File: config.mk
export PLATFORM = sky130hd
export DESIGN_NAME = comc_top
export DESIGN_NICKNAME = d
export VERILOG_FILES = /design/src/logic/comc_pkg.sv /design/src/logic/comc_stream_if.sv /design/src/logic/comc_fmt.sv /design/src/logic/comc_buf.sv /design/src/logic/comc_top.sv
export SDC_FILE = /design/constraint.sdc
export NUM_CORES = 1
export LEC_CHECK = 0
export BUFFER_PORTS_ARGS = -buffer_cell sky130_fd_sc_hd__buf_2
export CELL_PAD_IN_SITES_DETAIL_PLACEMENT = 0
export CELL_PAD_IN_SITES_GLOBAL_PLACEMENT = 2
export CORE_AREA = 2 2 134 136
export DETAILED_ROUTE_END_ITERATION = 7
export DIE_AREA = 0 0 136 138
export PLACE_DENSITY_LB_ADDON = 0.1
export REMOVE_ABC_BUFFERS = 1
export SLEW_MARGIN = 20
export SYNTH_ARGS = -nofsm -noshare
export SYNTH_HDL_FRONTEND = slang
export SYNTH_SLANG_ARGS = --single-unit
File: constraint.sdc
create_clock -name core_clk -period 4.7 [get_ports core_clk]
set_clock_uncertainty 0.15 [all_clocks]
set_input_delay 0.47 -clock core_clk [delete_from_list [all_inputs] [get_ports core_clk]]
set_output_delay 0.47 -clock core_clk [all_outputs]
set_load 0.05 [all_outputs]
File: src/logic/comc_pkg.sv
package comc_pkg;
  localparam int CLK_PERIOD_NS = 4;
  localparam int DELAY_UNIT_NS = 1000;
  localparam int DELAY_UNIT_CYCLES = (DELAY_UNIT_NS + CLK_PERIOD_NS - 1) / CLK_PERIOD_NS;
  localparam int CAL_INTERVAL = 15;
  localparam int INT_DIGITS = 5;
  localparam int FRAC_DIGITS = 2;
  localparam int ADDR_W = 8;
  localparam logic [ADDR_W-1:0] DEFAULT_ADDR = 8'h01;
  localparam logic [ADDR_W-1:0] ADDR_RESET = 8'h00;
  localparam logic [7:0] CHAR_STAR = 8'h2a;
  localparam logic [7:0] CHAR_PLUS = 8'h2b;
  localparam logic [7:0] CHAR_MINUS = 8'h2d;
  localparam logic [7:0] CHAR_DOT = 8'h2e;
  localparam logic [7:0] CHAR_CR = 8'h0d;
  localparam logic [7:0] CHAR_LF = 8'h0a;
  localparam logic [7:0] CHAR_ZERO = 8'h30;
  localparam logic [3:0] POS_STAR = 4'h0;
  localparam logic [3:0] POS_SIGN = 4'h1;
  localparam logic [3:0] POS_INT0 = 4'h2;
  localparam logic [3:0] POS_DOT = 4'h7;
  localparam logic [3:0] POS_FRAC0 = 4'h8;
  localparam logic [3:0] POS_CR = 4'ha;
  localparam logic [3:0] POS_LF = 4'hb;
  typedef enum {COMC_IDLE, COMC_DELAY, COMC_SEND} comc_state_type;
endpackage

File: src/logic/comc_stream_if.sv
`timescale 1ns/1ps
interface comc_stream_if #(parameter int WIDTH = 8);
  logic valid;
  logic ready;
  logic [WIDTH-1:0] data;
  modport src (output valid, output data, input ready);
  modport snk (input valid, input data, output ready);
endinterface

File: src/logic/comc_fmt.sv
`timescale 1ns/1ps
module comc_fmt
  import comc_pkg::*;
#(
  parameter int NDIG = INT_DIGITS + FRAC_DIGITS
)(
  input wire logic [3:0] pos,
  input wire logic negative,
  input wire logic [4*NDIG-1:0] digits,
  output logic [7:0] char_out
);
  import comc_pkg::*;

  initial begin
    if (NDIG != INT_DIGITS + FRAC_DIGITS) begin
      $error("comc_fmt: digit count must match the fixed field layout");
    end
  end

  // Digit 0 is the most significant integer digit
  wire [3:0] int_sel = 4'(pos - POS_INT0);
  wire [3:0] frac_sel = 4'(pos - POS_FRAC0 + 4'(INT_DIGITS));
  wire [3:0] dig_sel = (pos >= POS_FRAC0) ? frac_sel : int_sel;
  wire [3:0] dig_val = digits[4*(NDIG-1-int'(dig_sel)) +: 4];
  wire [7:0] dig_char = CHAR_ZERO | {4'h0, dig_val};
  wire [7:0] sign_char = negative ? CHAR_MINUS : CHAR_PLUS;

  assign char_out = (pos == POS_STAR) ? CHAR_STAR :
                    (pos == POS_SIGN) ? sign_char :
                    (pos == POS_DOT) ? CHAR_DOT :
                    (pos == POS_CR) ? CHAR_CR :
                    (pos == POS_LF) ? CHAR_LF : dig_char;
endmodule

File: src/logic/comc_buf.sv
`timescale 1ns/1ps
module comc_buf
  import comc_pkg::*;
#(
  parameter int WIDTH = 8,
  parameter int DEPTH = 2
)(
  input wire logic core_clk,
  input wire logic reset_n,
  comc_stream_if.snk fill,
  comc_stream_if.src drain
);
  import comc_pkg::*;

  initial begin
    if (DEPTH != 2 || WIDTH < 1) begin
      $error("comc_buf: only a two-entry buffer is supported");
    end
  end

  // Output stage plus one skid entry, so ready never depends on drain combinationally
  logic out_valid_reg;
  logic [WIDTH-1:0] out_data_reg;
  logic skid_valid_reg;
  logic [WIDTH-1:0] skid_data_reg;

  wire fill_fire = fill.valid && !skid_valid_reg;
  wire out_free = drain.ready || !out_valid_reg;

  assign fill.ready = !skid_valid_reg;
  assign drain.valid = out_valid_reg;
  assign drain.data = out_data_reg;

  always_ff @(posedge core_clk or negedge reset_n) begin
    if (!reset_n) begin
      out_valid_reg <= 1'b0;
      out_data_reg <= '0;
      skid_valid_reg <= 1'b0;
      skid_data_reg <= '0;
    end else if (out_free) begin
      out_valid_reg <= skid_valid_reg || fill_fire;
      out_data_reg <= skid_valid_reg ? skid_data_reg : fill.data;
      skid_valid_reg <= 1'b0;
    end else if (fill_fire) begin
      skid_valid_reg <= 1'b1;
      skid_data_reg <= fill.data;
    end
  end
endmodule

File: src/logic/comc_top.sv
`timescale 1ns/1ps
// Contract
// A low stream select makes the block send readings unprompted, over and over.
// A high or floating stream select keeps normal addressed command and reply traffic.
// Each streamed reading is an asterisk, the value, then a carriage return.
// The configured message delay and trailing line feed are added when setup enables them.
// With stream select low every received command is dropped and never answered.
// One message leaves after each finished conversion, about eight per second.
// A message in flight is always finished before the next starts, so slow links set the pace.
// Every fifteenth conversion triggers an auto-calibration, leaving a gap in the stream.
// Only one streaming unit may sit on a given line.
// An unused receive input must be grounded so no line break is seen.
// A grounded default-mode input forces the answer address to 1.
// For streaming the system leaves default-mode open and holds stream select low.
// Values are sent as sign, five integer digits, a point and two fraction digits.
// Each message carries the newest finished conversion, and each result goes out once; a result replaced before its message starts is never sent.
module comc_top
  import comc_pkg::*;
#(
  parameter int DELAY_W = 16
)(
  input wire logic core_clk,
  input wire logic reset_n,
  input wire logic stream_select_n,
  input wire logic default_mode_n,
  input wire logic conv_done,
  input wire logic conv_negative,
  input wire logic [4*(INT_DIGITS+FRAC_DIGITS)-1:0] conv_digits,
  output logic cal_request,
  input wire logic [ADDR_W-1:0] cfg_addr,
  input wire logic cfg_linefeed_en,
  input wire logic cfg_delay_en,
  input wire logic [DELAY_W-1:0] cfg_delay_units,
  input wire logic rx_valid,
  input wire logic [7:0] rx_byte,
  output logic cmd_valid,
  output logic [7:0] cmd_byte,
  output logic [ADDR_W-1:0] answer_addr,
  input wire logic resp_valid,
  input wire logic [7:0] resp_byte,
  output logic resp_ready,
  output logic tx_valid,
  output logic [7:0] tx_byte,
  input wire logic tx_ready,
  output logic stream_active
);
  import comc_pkg::*;

  localparam int NDIG = INT_DIGITS + FRAC_DIGITS;
  localparam logic [7:0] UNIT_LAST = 8'(DELAY_UNIT_CYCLES - 1);
  localparam logic [3:0] CAL_LAST = 4'(CAL_INTERVAL - 1);

  initial begin
    if (DELAY_W < 1 || DELAY_UNIT_CYCLES > 256 || CAL_INTERVAL > 16) begin
      $error("comc_top: parameter outside the supported range");
    end
  end

  // Pin synchronisers; the first stage feeds only the second
  logic sel_meta_reg;
  logic sel_sync_reg;
  logic def_meta_reg;
  logic def_sync_reg;

  always_ff @(posedge core_clk or negedge reset_n) begin
    if (!reset_n) begin
      sel_meta_reg <= 1'b1;
      sel_sync_reg <= 1'b1;
      def_meta_reg <= 1'b1;
      def_sync_reg <= 1'b1;
    end else begin
      sel_meta_reg <= stream_select_n;
      sel_sync_reg <= sel_meta_reg;
      def_meta_reg <= default_mode_n;
      def_sync_reg <= def_meta_reg;
    end
  end

  comc_state_type state_reg;
  comc_state_type state_next;
  logic stream_reg;
  logic pending_reg;
  logic msg_neg_reg;
  logic [4*NDIG-1:0] msg_digits_reg;
  logic pend_neg_reg;
  logic [4*NDIG-1:0] pend_digits_reg;
  logic [3:0] pos_reg;
  logic [7:0] unit_cnt_reg;
  logic [DELAY_W-1:0] delay_left_reg;
  logic [3:0] conv_cnt_reg;
  logic cal_req_reg;
  logic cmd_valid_reg;
  logic [7:0] cmd_byte_reg;
  logic [ADDR_W-1:0] addr_reg;
  logic [7:0] fmt_char;

  comc_stream_if #(.WIDTH(8)) fill_if ();
  comc_stream_if #(.WIDTH(8)) drain_if ();

  comc_fmt #(.NDIG(NDIG)) fmt_u (
    .pos(pos_reg),
    .negative(msg_neg_reg),
    .digits(msg_digits_reg),
    .char_out(fmt_char)
  );

  comc_buf #(.WIDTH(8), .DEPTH(2)) buf_u (
    .core_clk(core_clk),
    .reset_n(reset_n),
    .fill(fill_if.snk),
    .drain(drain_if.src)
  );

  // Decode
  wire idle = (state_reg == COMC_IDLE);
  wire [3:0] last_pos = cfg_linefeed_en ? POS_LF : POS_CR;
  wire sending = (state_reg == COMC_SEND);
  wire push = sending && fill_if.ready;
  wire last_push = push && (pos_reg == last_pos);
  wire start_msg = idle && stream_reg && pending_reg;
  wire delay_zero = !cfg_delay_en || (cfg_delay_units == '0);
  wire unit_wrap = (unit_cnt_reg == UNIT_LAST);
  wire delay_done = unit_wrap && (delay_left_reg == DELAY_W'(1));
  wire cal_due = conv_done && (conv_cnt_reg == CAL_LAST);

  // Stream owns the transmitter for the whole of stream mode, which changes only at message boundaries
  assign fill_if.valid = stream_reg ? sending : resp_valid;
  assign fill_if.data = stream_reg ? fmt_char : resp_byte;
  assign resp_ready = !stream_reg && fill_if.ready;
  assign drain_if.ready = tx_ready;
  assign tx_valid = drain_if.valid;
  assign tx_byte = drain_if.data;
  assign stream_active = stream_reg;
  assign cal_request = cal_req_reg;
  assign cmd_valid = cmd_valid_reg;
  assign cmd_byte = cmd_byte_reg;
  assign answer_addr = addr_reg;

  always_comb begin
    state_next = state_reg;
    unique case (state_reg)
      COMC_IDLE: begin
        if (start_msg) begin
          state_next = delay_zero ? COMC_SEND : COMC_DELAY;
        end
      end
      COMC_DELAY: begin
        if (delay_done) begin
          state_next = COMC_SEND;
        end
      end
      COMC_SEND: begin
        if (last_push) begin
          state_next = COMC_IDLE;
        end
      end
    endcase
  end

  always_ff @(posedge core_clk or negedge reset_n) begin
    if (!reset_n) begin
      state_reg <= COMC_IDLE;
      stream_reg <= 1'b0;
      pos_reg <= POS_STAR;
    end else begin
      state_reg <= state_next;
      // Mode changes wait for a message boundary; a frame starting in the cycle stream mode ends is never sent
      if (idle) begin
        stream_reg <= !sel_sync_reg;
      end
      if (start_msg) begin
        pos_reg <= POS_STAR;
      end else if (push) begin
        pos_reg <= 4'(pos_reg + 4'h1);
      end
    end
  end

  // Newest result replaces an unsent one; a fresh result beats the clear
  always_ff @(posedge core_clk or negedge reset_n) begin
    if (!reset_n) begin
      pending_reg <= 1'b0;
      pend_neg_reg <= 1'b0;
      pend_digits_reg <= '0;
      msg_neg_reg <= 1'b0;
      msg_digits_reg <= '0;
    end else begin
      if (conv_done) begin
        pending_reg <= 1'b1;
        pend_neg_reg <= conv_negative;
        pend_digits_reg <= conv_digits;
      end else if (start_msg || !stream_reg) begin
        pending_reg <= 1'b0;
      end
      if (start_msg) begin
        msg_neg_reg <= pend_neg_reg;
        msg_digits_reg <= pend_digits_reg;
      end
    end
  end

  // Message delay in whole microsecond units
  always_ff @(posedge core_clk or negedge reset_n) begin
    if (!reset_n) begin
      unit_cnt_reg <= 8'h00;
      delay_left_reg <= '0;
    end else if (start_msg) begin
      unit_cnt_reg <= 8'h00;
      delay_left_reg <= cfg_delay_units;
    end else if (state_reg == COMC_DELAY) begin
      unit_cnt_reg <= unit_wrap ? 8'h00 : 8'(unit_cnt_reg + 8'h01);
      if (unit_wrap) begin
        delay_left_reg <= DELAY_W'(delay_left_reg - DELAY_W'(1));
      end
    end
  end

  // Conversion count for auto-calibration; counts in both modes
  always_ff @(posedge core_clk or negedge reset_n) begin
    if (!reset_n) begin
      conv_cnt_reg <= 4'h0;
      cal_req_reg <= 1'b0;
    end else begin
      cal_req_reg <= cal_due;
      if (conv_done) begin
        conv_cnt_reg <= cal_due ? 4'h0 : 4'(conv_cnt_reg + 4'h1);
      end
    end
  end

  // Command forwarding and answer address
  always_ff @(posedge core_clk or negedge reset_n) begin
    if (!reset_n) begin
      cmd_valid_reg <= 1'b0;
      cmd_byte_reg <= 8'h00;
      addr_reg <= ADDR_RESET;
    end else begin
      cmd_valid_reg <= rx_valid && !stream_reg;
      if (rx_valid) begin
        cmd_byte_reg <= rx_byte;
      end
      addr_reg <= def_sync_reg ? cfg_addr : DEFAULT_ADDR;
    end
  end
endmodule

### Yosys cells after proc, flatten, opt, wreduce, memory -nomap -nowiden

Index checks and enable logic that the tools add are counted.

| word-level totals | value |
|---|---|
| bits in registers | 164 |
| bits in latches | 0 |
| bits in writable memories | 0 |
| ROM bits | 0 |
| word-level logic and storage cells | 109 |
| memories kept | 0 |

| operators by class | value |
|---|---|
| $add $sub $neg | 8 |
| multipliers | 0 |
| divide/modulo/power cells | 0 |
| $lt $le $gt $ge | 1 |
| equal/unequal tests | 15 |
| shift operators | 1 |
| muxes and demuxes | 30 |
| bitwise logic cells | 1 |
| reductions and logical operators | 30 |

Operator list:

| cell | count |
|---|---|
| 32-bit 2-to-1 mux | 3 |
| 32-bit one-hot mux with 3 select lines | 1 |
| 8-bit 2-to-1 mux | 10 |
| 32-bit by 2-bit equality test with 1-bit output (second input constant) | 2 |
| 32-bit zero test | 2 |
| 16-bit 2-to-1 mux | 3 |
| 32-bit by 1-bit equality test with 1-bit output (second input constant) | 1 |
| 32-bit by 3-bit equality test with 1-bit output (second input constant) | 1 |
| 28-bit by 32-bit indexed part select with 4-bit output | 1 |
| 16-bit by 1-bit equality test with 1-bit output (second input constant) | 1 |
| 16-bit zero test | 1 |
| 4-bit 2-to-1 mux | 4 |
| 16-bit by 1-bit subtractor with 16-bit output (second input constant) | 1 |
| 4-bit equality test (second input constant) | 3 |
| 2-bit nonzero test | 5 |
| 1-bit logical AND | 9 |
| 4-bit by 1-bit adder with 4-bit output (second input constant) | 2 |
| 8-bit by 1-bit adder with 8-bit output (second input constant) | 1 |
| 8-bit equality test (second input constant) | 1 |
| 1-bit 2-to-1 mux | 6 |
| 6-bit 2-to-1 mux | 1 |
| 2-bit inequality test (second input constant) | 3 |
| 1-bit zero test | 5 |
| 3-bit by 4-bit subtractor with 5-bit output (first input constant) | 1 |
| 14 further kinds | 18 |

### Depth between registers and ports, before layout

Gate-level depths: netlist (run 1).

| depth | value |
|---|---|
| word-level depth | 12 |
| mapped depth | 14 |

### Hierarchy

Synthesis (run 1) repeated with hierarchy kept, for this count alone.

| unflattened totals | value |
|---|---|
| cells, all modules | 606 |
| area, all modules | 6,626.4 um^2 |

Modules (own cells, without submodules):

| module | times used | cells an instance | area an instance (um^2) |
|---|---|---|---|
| comc_top | 1 | 457 | 4,999.8 |
| comc_buf | 1 | 51 | 849.6 |
| comc_fmt | 1 | 98 | 777.0 |

### Least setup slack after synthesis (run 1)

Ideal clock, no wire load.

| path | value |
|---|---|
| path type | reg-to-reg |
| start point | register pos_reg[0] |
| end point | register buf_u.skid_data_reg[2] |
| setup time | 82 ps |
| arrival | 2,900 ps |
| data required time | 4,468 ps |
| setup slack | 1,568 ps |
| stages on the path, launching flop included | 13 |
| period minus slack after synthesis | 3,132 ps |
| path through | dfrtp_1 -> clkbuf_1 -> inv_1 -> ha_1 -> nand2_1 -> o21ai_0 -> ha_1 -> clkbuf_1 -> nor3_1 -> nand3_1 -> a221o_1 -> or4_1 -> a31oi_1 |

| between the ends | value |
|---|---|
| cells in the longest elaborated chain, start to end | 11 |
| elaborated cells between the ends (all ways) | 18 |

RTL lines:

| element | RTL line | RTL |
|---|---|---|
| start, declared | comc_top.sv:87 | `logic [3:0] pos_reg;` |
| start signal, assigned | comc_top.sv:174 | `pos_reg <= 4'(pos_reg + 4'h1);` |
| 4-bit subtractor | comc_fmt.sv:22 | `wire [3:0] frac_sel = 4'(pos - POS_FRAC0 + 4'(INT_DIGITS));` |
| 4-bit by 3-bit adder with 4-bit output | comc_fmt.sv:22 |  |
| 4-bit 2-to-1 mux | comc_fmt.sv:23 | `wire [3:0] dig_sel = (pos >= POS_FRAC0) ? frac_sel : int_sel;` |
| 3-bit by 4-bit subtractor with 5-bit output | comc_fmt.sv:24 | `wire [3:0] dig_val = digits[4*(NDIG-1-int'(dig_sel)) +: 4];` |
| 28-bit by 32-bit indexed part select with 4-bit output | comc_fmt.sv:24 |  |
| 6-bit 2-to-1 mux | comc_fmt.sv:32 | `(pos == POS_LF) ? CHAR_LF : dig_char;` |
| 8-bit 2-to-1 mux | comc_fmt.sv:31 | `(pos == POS_CR) ? CHAR_CR :` |
| 8-bit 2-to-1 mux | comc_fmt.sv:30 | `(pos == POS_DOT) ? CHAR_DOT :` |
| 8-bit 2-to-1 mux | comc_fmt.sv:29 | `(pos == POS_SIGN) ? sign_char :` |
| 8-bit 2-to-1 mux (*) | comc_fmt.sv:28 | `assign char_out = (pos == POS_STAR) ? CHAR_STAR :` |
| 8-bit 2-to-1 mux (*) | comc_top.sv:128 | `assign fill_if.data = stream_reg ? fmt_char : resp_byte;` |
| end signal, assigned | comc_buf.sv:46 | `skid_data_reg <= fill.data;` |
| end, declared | comc_buf.sv:25 | `logic [WIDTH-1:0] skid_data_reg;` |

Every way passes the cells marked *; elsewhere a longest branch is shown, timed or not.
A chain may end at the register's enable or synchronous reset.

### Worst setup path after layout (run 1)

| path | value |
|---|---|
| start point | register pos_reg[3] |
| end point | register buf_u.skid_data_reg[2] |

Same word-level chain as after synthesis.

==> impl_metrics.json, run 1 <==
{
  "clock_latency_ns": 0.42,
  "ys_ff_latch": 134,
  "place_area_um2": 7200,
  "grtUsageTotal_pct": 17.0,
  "ff2ff_path_depth": 10,
  "clock_path_buffers": 2,
  "p_leak_nw": 3.58,
  "hp-class": "in2async",
  "final_common_cell": "nand2_1",
  "overflow": 0,
  "start_kind": "flop",
  "antenna_found_initial": 0,
  "start_util_pct": 37.0,
  "first_global_vias": 5096,
  "numCtsBuffers": 17,
  "synth_warnings": 0,
  "grt_max_degree": 100,
  "cts_num_sinks": 134,
  "drt_pre_antenna_iters": 4,
  "crit_required_ns": 4.88,
  "final_util_pct": 44.6,
  "power.density_nw_per_um2": 645,
  "chipWidth_um": 136,
  "drt_iter0_drc": 331,
  "post_cts_resized": 0,
  "most-common-layout-cells": "nand2_1, dfrtp_1, buf_2, nor2_1, mux2_2",
  "seq_area_frac_synth_pct": 51.7,
  "instances_no_fill": 993,
  "tns_ns": 0,
  "antennaDiodeCount": 0,
  "drive_gt1_share_pct": 25.4,
  "maxClockFrequency_ghz": 0.260,
  "post-place-ws_ns": 0.910,
  "peakVddDrop_mv": 0.263,
  "maxCapViolCount": 0,
  "post-place-cells": 959,
  "rows": 49,
  "via_per_inst": 4.96,
  "synthFlopType": "dfrtp_1",
  "io-pin-count": 108,
  "syn_area_um2": 6490,
  "fin_crit_ns": 3.85,
  "dp_hpwl_um": 10400,
  "max_slew_margin_pct": 39.0,
  "ant_nets": 0,
  "min_period_over_period_pct": 81.9,
  "total_power_mw": 5.05,
  "syn2layout_area_growth_pct": 20.5,
  "die_area_um2": 18800,
  "worst_pin_slew_ns": 0.915,
  "final.fill_count": 1763,
  "path_class": "reg2reg",
  "cp-end-kind": "flop",
  "synth_edf_count": 0,
  "worstPathArrival_ns": 4.03,
  "async_reset_ff_share_pct": 100,
  "synthCells": 655,
  "whs_ns": 0.0189,
  "cp_max_fo": 22,
  "core_um2": 17500,
  "root_buffer": "clkbuf_16",
  "slew_viol_final": 0,
  "htreeDepth": 4,
  "die_h_um": 138,
  "path_clk_slew_ns": 0.06,
  "wirelength_um": 15000,
  "setup_viol": 0,
  "stdcell_area_um2": 7820,
  "grt_pass1_wl_um": 25200,
  "finalHoldViolCount": 0,
  "place_congestion": 0.762,
  "nets": 847,
  "setup_ws_ns": 0.852,
  "port_buffers": 107,
  "rsz0062_at_grt": "no",
  "vias": 4927,
  "wl_per_cell_um": 15.1,
  "avgSynthCellArea_um2": 9.91,
  "drc_errors": 0,
  "synth_cell_type_count": 64,
  "cts_tree": "yes",
  "status": "complete, no violations"
}
[per-layer routing]
metal	track usage, %	wire length (µm)	up-vias	share of wire, %
met3	4.77	713	11	4.8
met4	5.43	138	0	0.92
met2	26.7	6960	107	46
li1	-	-	2438	-
met5	0	0	-	0
met1	22.7	7180	2371	48
[critical path, cell delays in order (launching register included)]
cell	delay, ns
dfrtp_1	0.82
nor2b_1	0.16
nor2_1	0.33
inv_1	0.19
ha_1	0.42
nor3b_1	0.24
a31oi_2	0.48
nand3_1	0.12
and3_1	0.20
or4_1	0.47
a31oi_1	0.17
[power breakdown]
group / switching, mW / total, mW / internal, mW
clock network: 0.506 / 1.35 / 0.848
registers: 0.310 / 1.82 / 1.51
logic: 1.17 / 1.87 / 0.704
total: 1.98 / 5.05 / 3.06
[synth_stat cells, types with 2 or more instances]
cell type	instances	area [µm²]
nand2_1	142	533
dfrtp_1	130	3250
nor2_1	44	165
mux2_2	43	484
o21ai_0	41	205
clkbuf_1	25	93.8
a21oi_1	20	100
ha_1	17	213
xnor2_1	17	149
inv_1	14	52.6
nor2b_1	12	75.1
nand3_1	11	55.1
xor2_1	11	96.3
nor3_1	10	50.1
a31oi_1	9	56.3
and2_1	8	50.1
mux2i_1	7	70.1
nand2b_1	7	43.8
nor4_1	6	37.5
and3_1	5	31.3
buf_1	5	18.8
nand4_1	5	31.3
buf_2	4	20.0
dfstp_2	4	105
o211ai_1	4	30.0
or3_1	4	25.0
a221oi_1	3	26.3
nand3b_1	3	22.5
a221o_1	2	20.0
a22oi_1	2	15.0
nand4b_1	2	17.5
nor3b_1	2	15.0
nor4b_1	2	17.5
o2111ai_1	2	17.5
o31ai_1	2	15.0
or4_1	2	15.0
[worst paths after layout]
check / startpoint / end / slack [ns]
setup / recovery: pos_reg[3] / buf_u.skid_data_reg[2] / 0.85
min in group core_clk: cfg_addr[0] / answer_addr[0] / 0.09
setup reg to reg: pos_reg[3] / buf_u.skid_data_reg[2] / 0.85
hold reg to reg: sel_meta_reg / sel_sync_reg / 0.21
hold / removal: reset_n / cmd_byte[5] / 0.02
max in group asynchronous: reset_n / def_meta_reg / 3.34
[cell families after synthesis]
group                    Yosys count  synth area share, %
XOR/XNOR                          29                 4.03
buffers and inverters             50                 3.03
AND/OR/NAND/NOR                  267                 18.5
adder cells (fa/ha/maj)           17                 3.28
multiplexers                      51                 8.89
flip-flops                       134                 51.7
AO/OA/AOI/OAI                    107                 10.5
[cell type report]
cell class	instances	area, µm²	share of cell area [%]
inverters	15	56.3	0.720
flip-flops and latches	134	3360	42.9
multi-input cells	471	2940	37.6
clock buffers	20	447	5.71
well taps	229	287	3.66
repair buffers	112	584	7.47
clock inverters	12	151	1.94
[timing repair]
action,in CTS,in global routing
endpoints found under the hold margin,2,0
hold buffers,2,0
setup buffers,0,0
No activity file was read; power rests on OpenSTA's default activity.
==> run 2, diff against run 1 <==
--- a/config.mk
+++ b/config.mk
@@ -8,9 +8,9 @@
 export BUFFER_PORTS_ARGS = -buffer_cell sky130_fd_sc_hd__buf_2
 export CELL_PAD_IN_SITES_DETAIL_PLACEMENT = 0
 export CELL_PAD_IN_SITES_GLOBAL_PLACEMENT = 2
-export CORE_AREA = 2 2 134 136
+export CORE_AREA = 2 2 140 142
 export DETAILED_ROUTE_END_ITERATION = 7
-export DIE_AREA = 0 0 136 138
+export DIE_AREA = 0 0 142 144
 export PLACE_DENSITY_LB_ADDON = 0.1
 export REMOVE_ABC_BUFFERS = 1
 export SLEW_MARGIN = 20
==> constraint.sdc (replaced) <==
create_clock -name core_clk -period 3.6 [get_ports core_clk]
set_clock_uncertainty 0.15 [all_clocks]
set_input_delay 0.36 -clock core_clk [delete_from_list [all_inputs] [get_ports core_clk]]
set_output_delay 0.36 -clock core_clk [all_outputs]
set_load 0.05 [all_outputs]
==> run 2 against run 1 <==
First-iteration DRC count down 46%. Sequential cell count unchanged. Cell count grew 3.2%. Largest cell class unchanged.
==> impl_metrics.json, run 2 (synthesized netlist as in run 1, its figures left out) <==
{
  "status": "complete, no violations",
  "setup_viol": 0,
  "grt_max_degree": 95,
  "stdcell_area_um2": 8080,
  "final_common_cell": "nand2_1",
  "crit_required_ns": 3.79,
  "cp_slowest_stage_delay_ns": 0.56,
  "seqCellArea_um2": 3360,
  "worstPathArrival_ns": 3.53,
  "drive_gt1_share_pct": 25.9,
  "finalHoldViolCount": 0,
  "vias": 5074,
  "final_util_pct": 42.4,
  "wl_per_cell_um": 15.4,
  "whs_ns": 0.0211,
  "ant_nets": 0,
  "grtUsageTotal_pct": 16.2,
  "port_buffers": 107,
  "overflow": 0,
  "cp-end-kind": "flop",
  "first_global_vias": 5147,
  "maxCapViolCount": 0,
  "cts_tree": "yes",
  "hp-class": "in2reg",
  "start_kind": "flop",
  "tns_ns": 0,
  "rsz0062_at_grt": "no",
  "antennaDiodeCount": 0,
  "dp_hpwl_um": 11300,
  "path_clk_slew_ns": 0.06,
  "worst_pin_slew_ns": 0.888,
  "peakVddDrop_mv": 0.358,
  "slowest_stage": "dfrtp_1",
  "htreeDepth": 4,
  "io-pin-count": 108,
  "min_period_over_period_pct": 92.7,
  "drc_errors": 0,
  "cp_max_fo": 10,
  "grt_pass1_wl_um": 25800,
  "rows": 51,
  "chipWidth_um": 142,
  "syn2layout_area_growth_pct": 24.6,
  "place_congestion": 0.789,
  "drt_iter0_drc": 178,
  "slew_viol_final": 0,
  "r2r_slack_ns": 0.26,
  "maxClockFrequency_ghz": 0.299,
  "die_area_um2": 20400,
  "most-common-layout-cells": "nand2_1, dfrtp_1, buf_2, nor2_1, mux2_2",
  "fin_crit_ns": 3.34,
  "antenna_found_initial": 0,
  "clock_path_buffers": 2,
  "drt_pre_antenna_iters": 4,
  "final.fill_count": 1893,
  "numCtsBuffers": 17,
  "power.density_nw_per_um2": 832,
  "p_leak_nw": 3.69,
  "core_um2": 19100,
  "place_area_um2": 7260,
  "multi_input_area_um2": 2950,
  "post_cts_buffers": 0,
  "via_per_inst": 4.95,
  "root_buffer": "clkbuf_16",
  "die_h_um": 144,
  "start_util_pct": 34.0,
  "cts_num_sinks": 134,
  "nets": 870,
  "cp_cell_sequence": "inv_1 -> ha_1 -> nand2_1 -> o21ai_0 -> ha_1 -> nor3b_2 -> a31o_1 -> o21ai_0 -> and3_1 -> or4_1 -> a31oi_1",
  "clock_latency_ns": 0.42,
  "path_class": "reg2reg",
  "wirelength_um": 15800,
  "max_slew_margin_pct": 40.8
}
[run 2: area by class of cell]
cell class / instances / area share (%)
clock buffers: 17 / 5.26
clock inverters: 15 / 2.40
inverters: 15 / 0.696
multi-input cells: 471 / 36.5
flip-flops and latches: 134 / 41.5
well taps: 238 / 3.68
repair buffers: 135 / 9.89
[run 2: what timing repair did]
item | 4_1_cts | 5_1_grt
endpoints found under the setup margin | 0 | 1
resized for setup | 0 | 3
hold buffers | 19 | 0
hold endpoints to repair | 108 | 0
[run 2: path summary, 6_finish.rpt]
| kind | cells past startpoint | startpoint | to |
|---|---|---|---|
| worst max-delay path | 11 | pos_reg[0] | buf_u.skid_data_reg[2] |
| worst min-delay path | 3 | cfg_delay_units[2] | delay_left_reg[2] |
| worst max register to register | 11 | pos_reg[0] | buf_u.skid_data_reg[2] |
| worst min register to register | 0 | def_meta_reg | def_sync_reg |
| max in group asynchronous | 3 | reset_n | def_meta_reg |
| min in group asynchronous | 2 | reset_n | conv_cnt_reg[0] |
[run 2: stage by stage]
stage	cells	setup slack (ns)	total power [mW]
2_1_floorplan	620	0.368	4.14
3_3_place_gp	974	0.351	4.88
3_5_place_dp	974	0.186	4.93
4_1_cts	1025	0.191	6.81
5_1_grt	1025	0.0581	7.22
6_report	1025	0.261	6.72
[run 2: where the power goes]
group | leakage, nW | internal [mW] | switching [mW]
clock network | 0.293 | 1.10 | 0.709
registers | 1.64 | 1.97 | 0.375
logic | 1.76 | 0.963 | 1.60
total | 3.69 | 4.04 | 2.68
[run 2: critical path, delay by kind of cell, from the launching register on]
family	cells	cell delay, ns
fa+ha+maj	2	0.69
compound gates	4	0.66
simple gates	4	1.05
buf+inv	1	0.14
flops	1	0.56
[run 2: routing by layer]
metal | track usage (%) | up-vias | wire (µm)
li1 | - | 2490 | -
met1 | 20.3 | 2476 | 7150
met2 | 28.0 | 98 | 7920
met3 | 3.68 | 10 | 578
met4 | 4.89 | 0 | 176
met5 | 0 | - | 0
==> run 3, diff against run 2 <==
--- a/config.mk
+++ b/config.mk
@@ -11,8 +11,9 @@
 export CORE_AREA = 2 2 140 142
 export DETAILED_ROUTE_END_ITERATION = 7
 export DIE_AREA = 0 0 142 144
-export PLACE_DENSITY_LB_ADDON = 0.1
+export PLACE_DENSITY_LB_ADDON = 0.08
 export REMOVE_ABC_BUFFERS = 1
+export SETUP_SLACK_MARGIN = 0.02
 export SLEW_MARGIN = 20
 export SYNTH_ARGS = -nofsm -noshare
 export SYNTH_HDL_FRONTEND = slang
==> run 3 against run 2 <==
Register-to-register slack improved by 0.13 ns. First-iteration DRC count unchanged. Largest power group unchanged. Critical endpoint unchanged. Utilization increased by 0.22 points. Highest routed layer unchanged. Largest cell class unchanged. Cell count increased by 0.20%.
==> impl_metrics.json, run 3 (synthesized netlist as in run 1, its figures left out) <==
{
  "status": "complete, no violations",
  "post_cts_buffers": 0,
  "hp-class": "in2reg",
  "switchingPower_mw": 2.66,
  "htreeDepth": 4,
  "final_common_cell": "nand2_1",
  "pwr-share-seq_pct": 34.9,
  "p_leak_nw": 3.70,
  "final_util_pct": 42.6,
  "grtUsageTotal_pct": 16.4,
  "drc_errors": 0,
  "p_int_mw": 4.07,
  "fin_crit_ns": 3.21,
  "worst_pin_slew_ns": 0.782,
  "root_buffer": "clkbuf_16",
  "cts_tree": "yes",
  "port_buffers": 107,
  "total_power_mw": 6.73,
  "die_h_um": 144,
  "dp_hpwl_um": 11000,
  "grt_pass1_wl_um": 26200,
  "final.fill_count": 1876,
  "die_area_um2": 20400,
  "wl_per_cell_um": 15.3,
  "start_kind": "flop",
  "maxCapViolCount": 0,
  "wirelength_um": 15800,
  "io-pin-count": 108,
  "vias": 4970,
  "tns_ns": 0,
  "instances_no_fill": 1027,
  "overflow": 0,
  "power.density_nw_per_um2": 828,
  "maxClockFrequency_ghz": 0.312,
  "antennaDiodeCount": 0,
  "place_congestion": 0.790,
  "multi_input_area_um2": 2950,
  "cp_max_fo": 7,
  "seqCellArea_um2": 3360,
  "post-place-cells": 972,
  "setup_viol": 0,
  "setup_ws_ns": 0.390,
  "core_um2": 19100,
  "via_per_inst": 4.84,
  "cp-end-kind": "flop",
  "nets": 872,
  "min_period_over_period_pct": 89.2,
  "antenna_found_initial": 0,
  "numCtsBuffers": 17,
  "post-place-ws_ns": 0.181,
  "finalHoldViolCount": 0,
  "grt_max_degree": 86,
  "worstPathArrival_ns": 3.40,
  "first_global_vias": 5178,
  "syn2layout_area_growth_pct": 25.2,
  "path_class": "reg2reg",
  "slew_viol_final": 0,
  "chipWidth_um": 142,
  "clockPowerShare_pct": 27.3,
  "max_slew_margin_pct": 47.9,
  "path_clk_slew_ns": 0.06,
  "ant_nets": 0,
  "peakVddDrop_mv": 0.373,
  "combinationalPowerShare_pct": 37.8,
  "drt_iter0_drc": 178,
  "drt_pre_antenna_iters": 4,
  "start_util_pct": 34.0,
  "most-common-layout-cells": "nand2_1, dfrtp_1, buf_2, nor2_1, mux2_2",
  "crit_required_ns": 3.79,
  "drive_gt1_share_pct": 25.9,
  "clock_latency_ns": 0.42,
  "rows": 51,
  "rsz0062_at_grt": "no",
  "p_sw_share_pct": 39.5,
  "clock_path_buffers": 2,
  "cts_num_sinks": 134
}
-- run 3: cell types whose count changed in the layout (fill, tap and decap cells not counted), sizes merged --
cell / delta
clkinvlp: +1
dlygate4sd3: +4
clkinv: -3
clkbuf: +2
buf: -2
-- run 3: worst paths after layout --
check | start | end | slack [ns] | depth (start not counted)
max | pos_reg[1] | buf_u.skid_data_reg[2] | 0.39 | 11
min | cfg_delay_units[1] | delay_left_reg[1] | 0.02 | 3
max reg2reg | pos_reg[1] | buf_u.skid_data_reg[2] | 0.39 | 11
min reg2reg | def_meta_reg | def_sync_reg | 0.21 | 0
max in group asynchronous | reset_n | sel_meta_reg | 2.06 | 3
min in group asynchronous | reset_n | conv_cnt_reg[0] | 0.42 | 2
-- run 3: area by class of cell --
type,count,area share [%]
Clock inverter,13,2.08
Timing Repair Buffer,137,10.3
Multi-Input combinational cell,471,36.3
Clock buffer,19,5.57
Sequential cell,134,41.4
Tap cell,238,3.66
Inverter,15,0.693
-- run 3: routing by layer --
metal / track usage, % / share of wire, % / vias to the layer above
li1: - / - / 2492
met1: 20.5 / 45 / 2381
met2: 28.3 / 51 / 83
met3: 3.68 / 3.1 / 14
met4: 4.89 / 1.1 / 0
met5: 0 / 0 / -
-- run 3: worst max-delay path, cell delays in order (launching register included) --
cell	delay [ns]
dfrtp_1	0.47
inv_1	0.14
ha_1	0.34
nand2_1	0.06
o21ai_0	0.10
ha_1	0.35
nor3b_2	0.34
a31o_1	0.24
o21ai_0	0.11
and3_1	0.20
or4_1	0.46
a31oi_1	0.17
-- run 3: power by group through the flow --
stage	Sequential, mW	Clock [mW]	Combinational [mW]
CTS	2.36	1.89	2.57
finish	2.35	1.84	2.54
global route	2.42	1.94	2.89
global placement	2.37	0	2.51
floorplan	2.53	0	1.60
detailed placement	2.38	0	2.54
-- run 3: per-stage QoR --
| stage | hold WS, ns | cell area, µm² |
|---|---|---|
| CTS | 0.000752 | 8110 |
| global placement | 0.196 | 7260 |
| floorplan | -0.0856 | 6350 |
| global route | 0.00496 | 8130 |
| detailed placement | 0.198 | 7260 |
| finish | 0.0178 | 8130 |
-- run 3: timing repair --
item | 4_1_cts | 5_1_grt
setup endpoints to repair | 0 | 5
endpoints found under the hold margin | 104 | 0
hold buffers | 23 | 0
resized for setup | 0 | 5
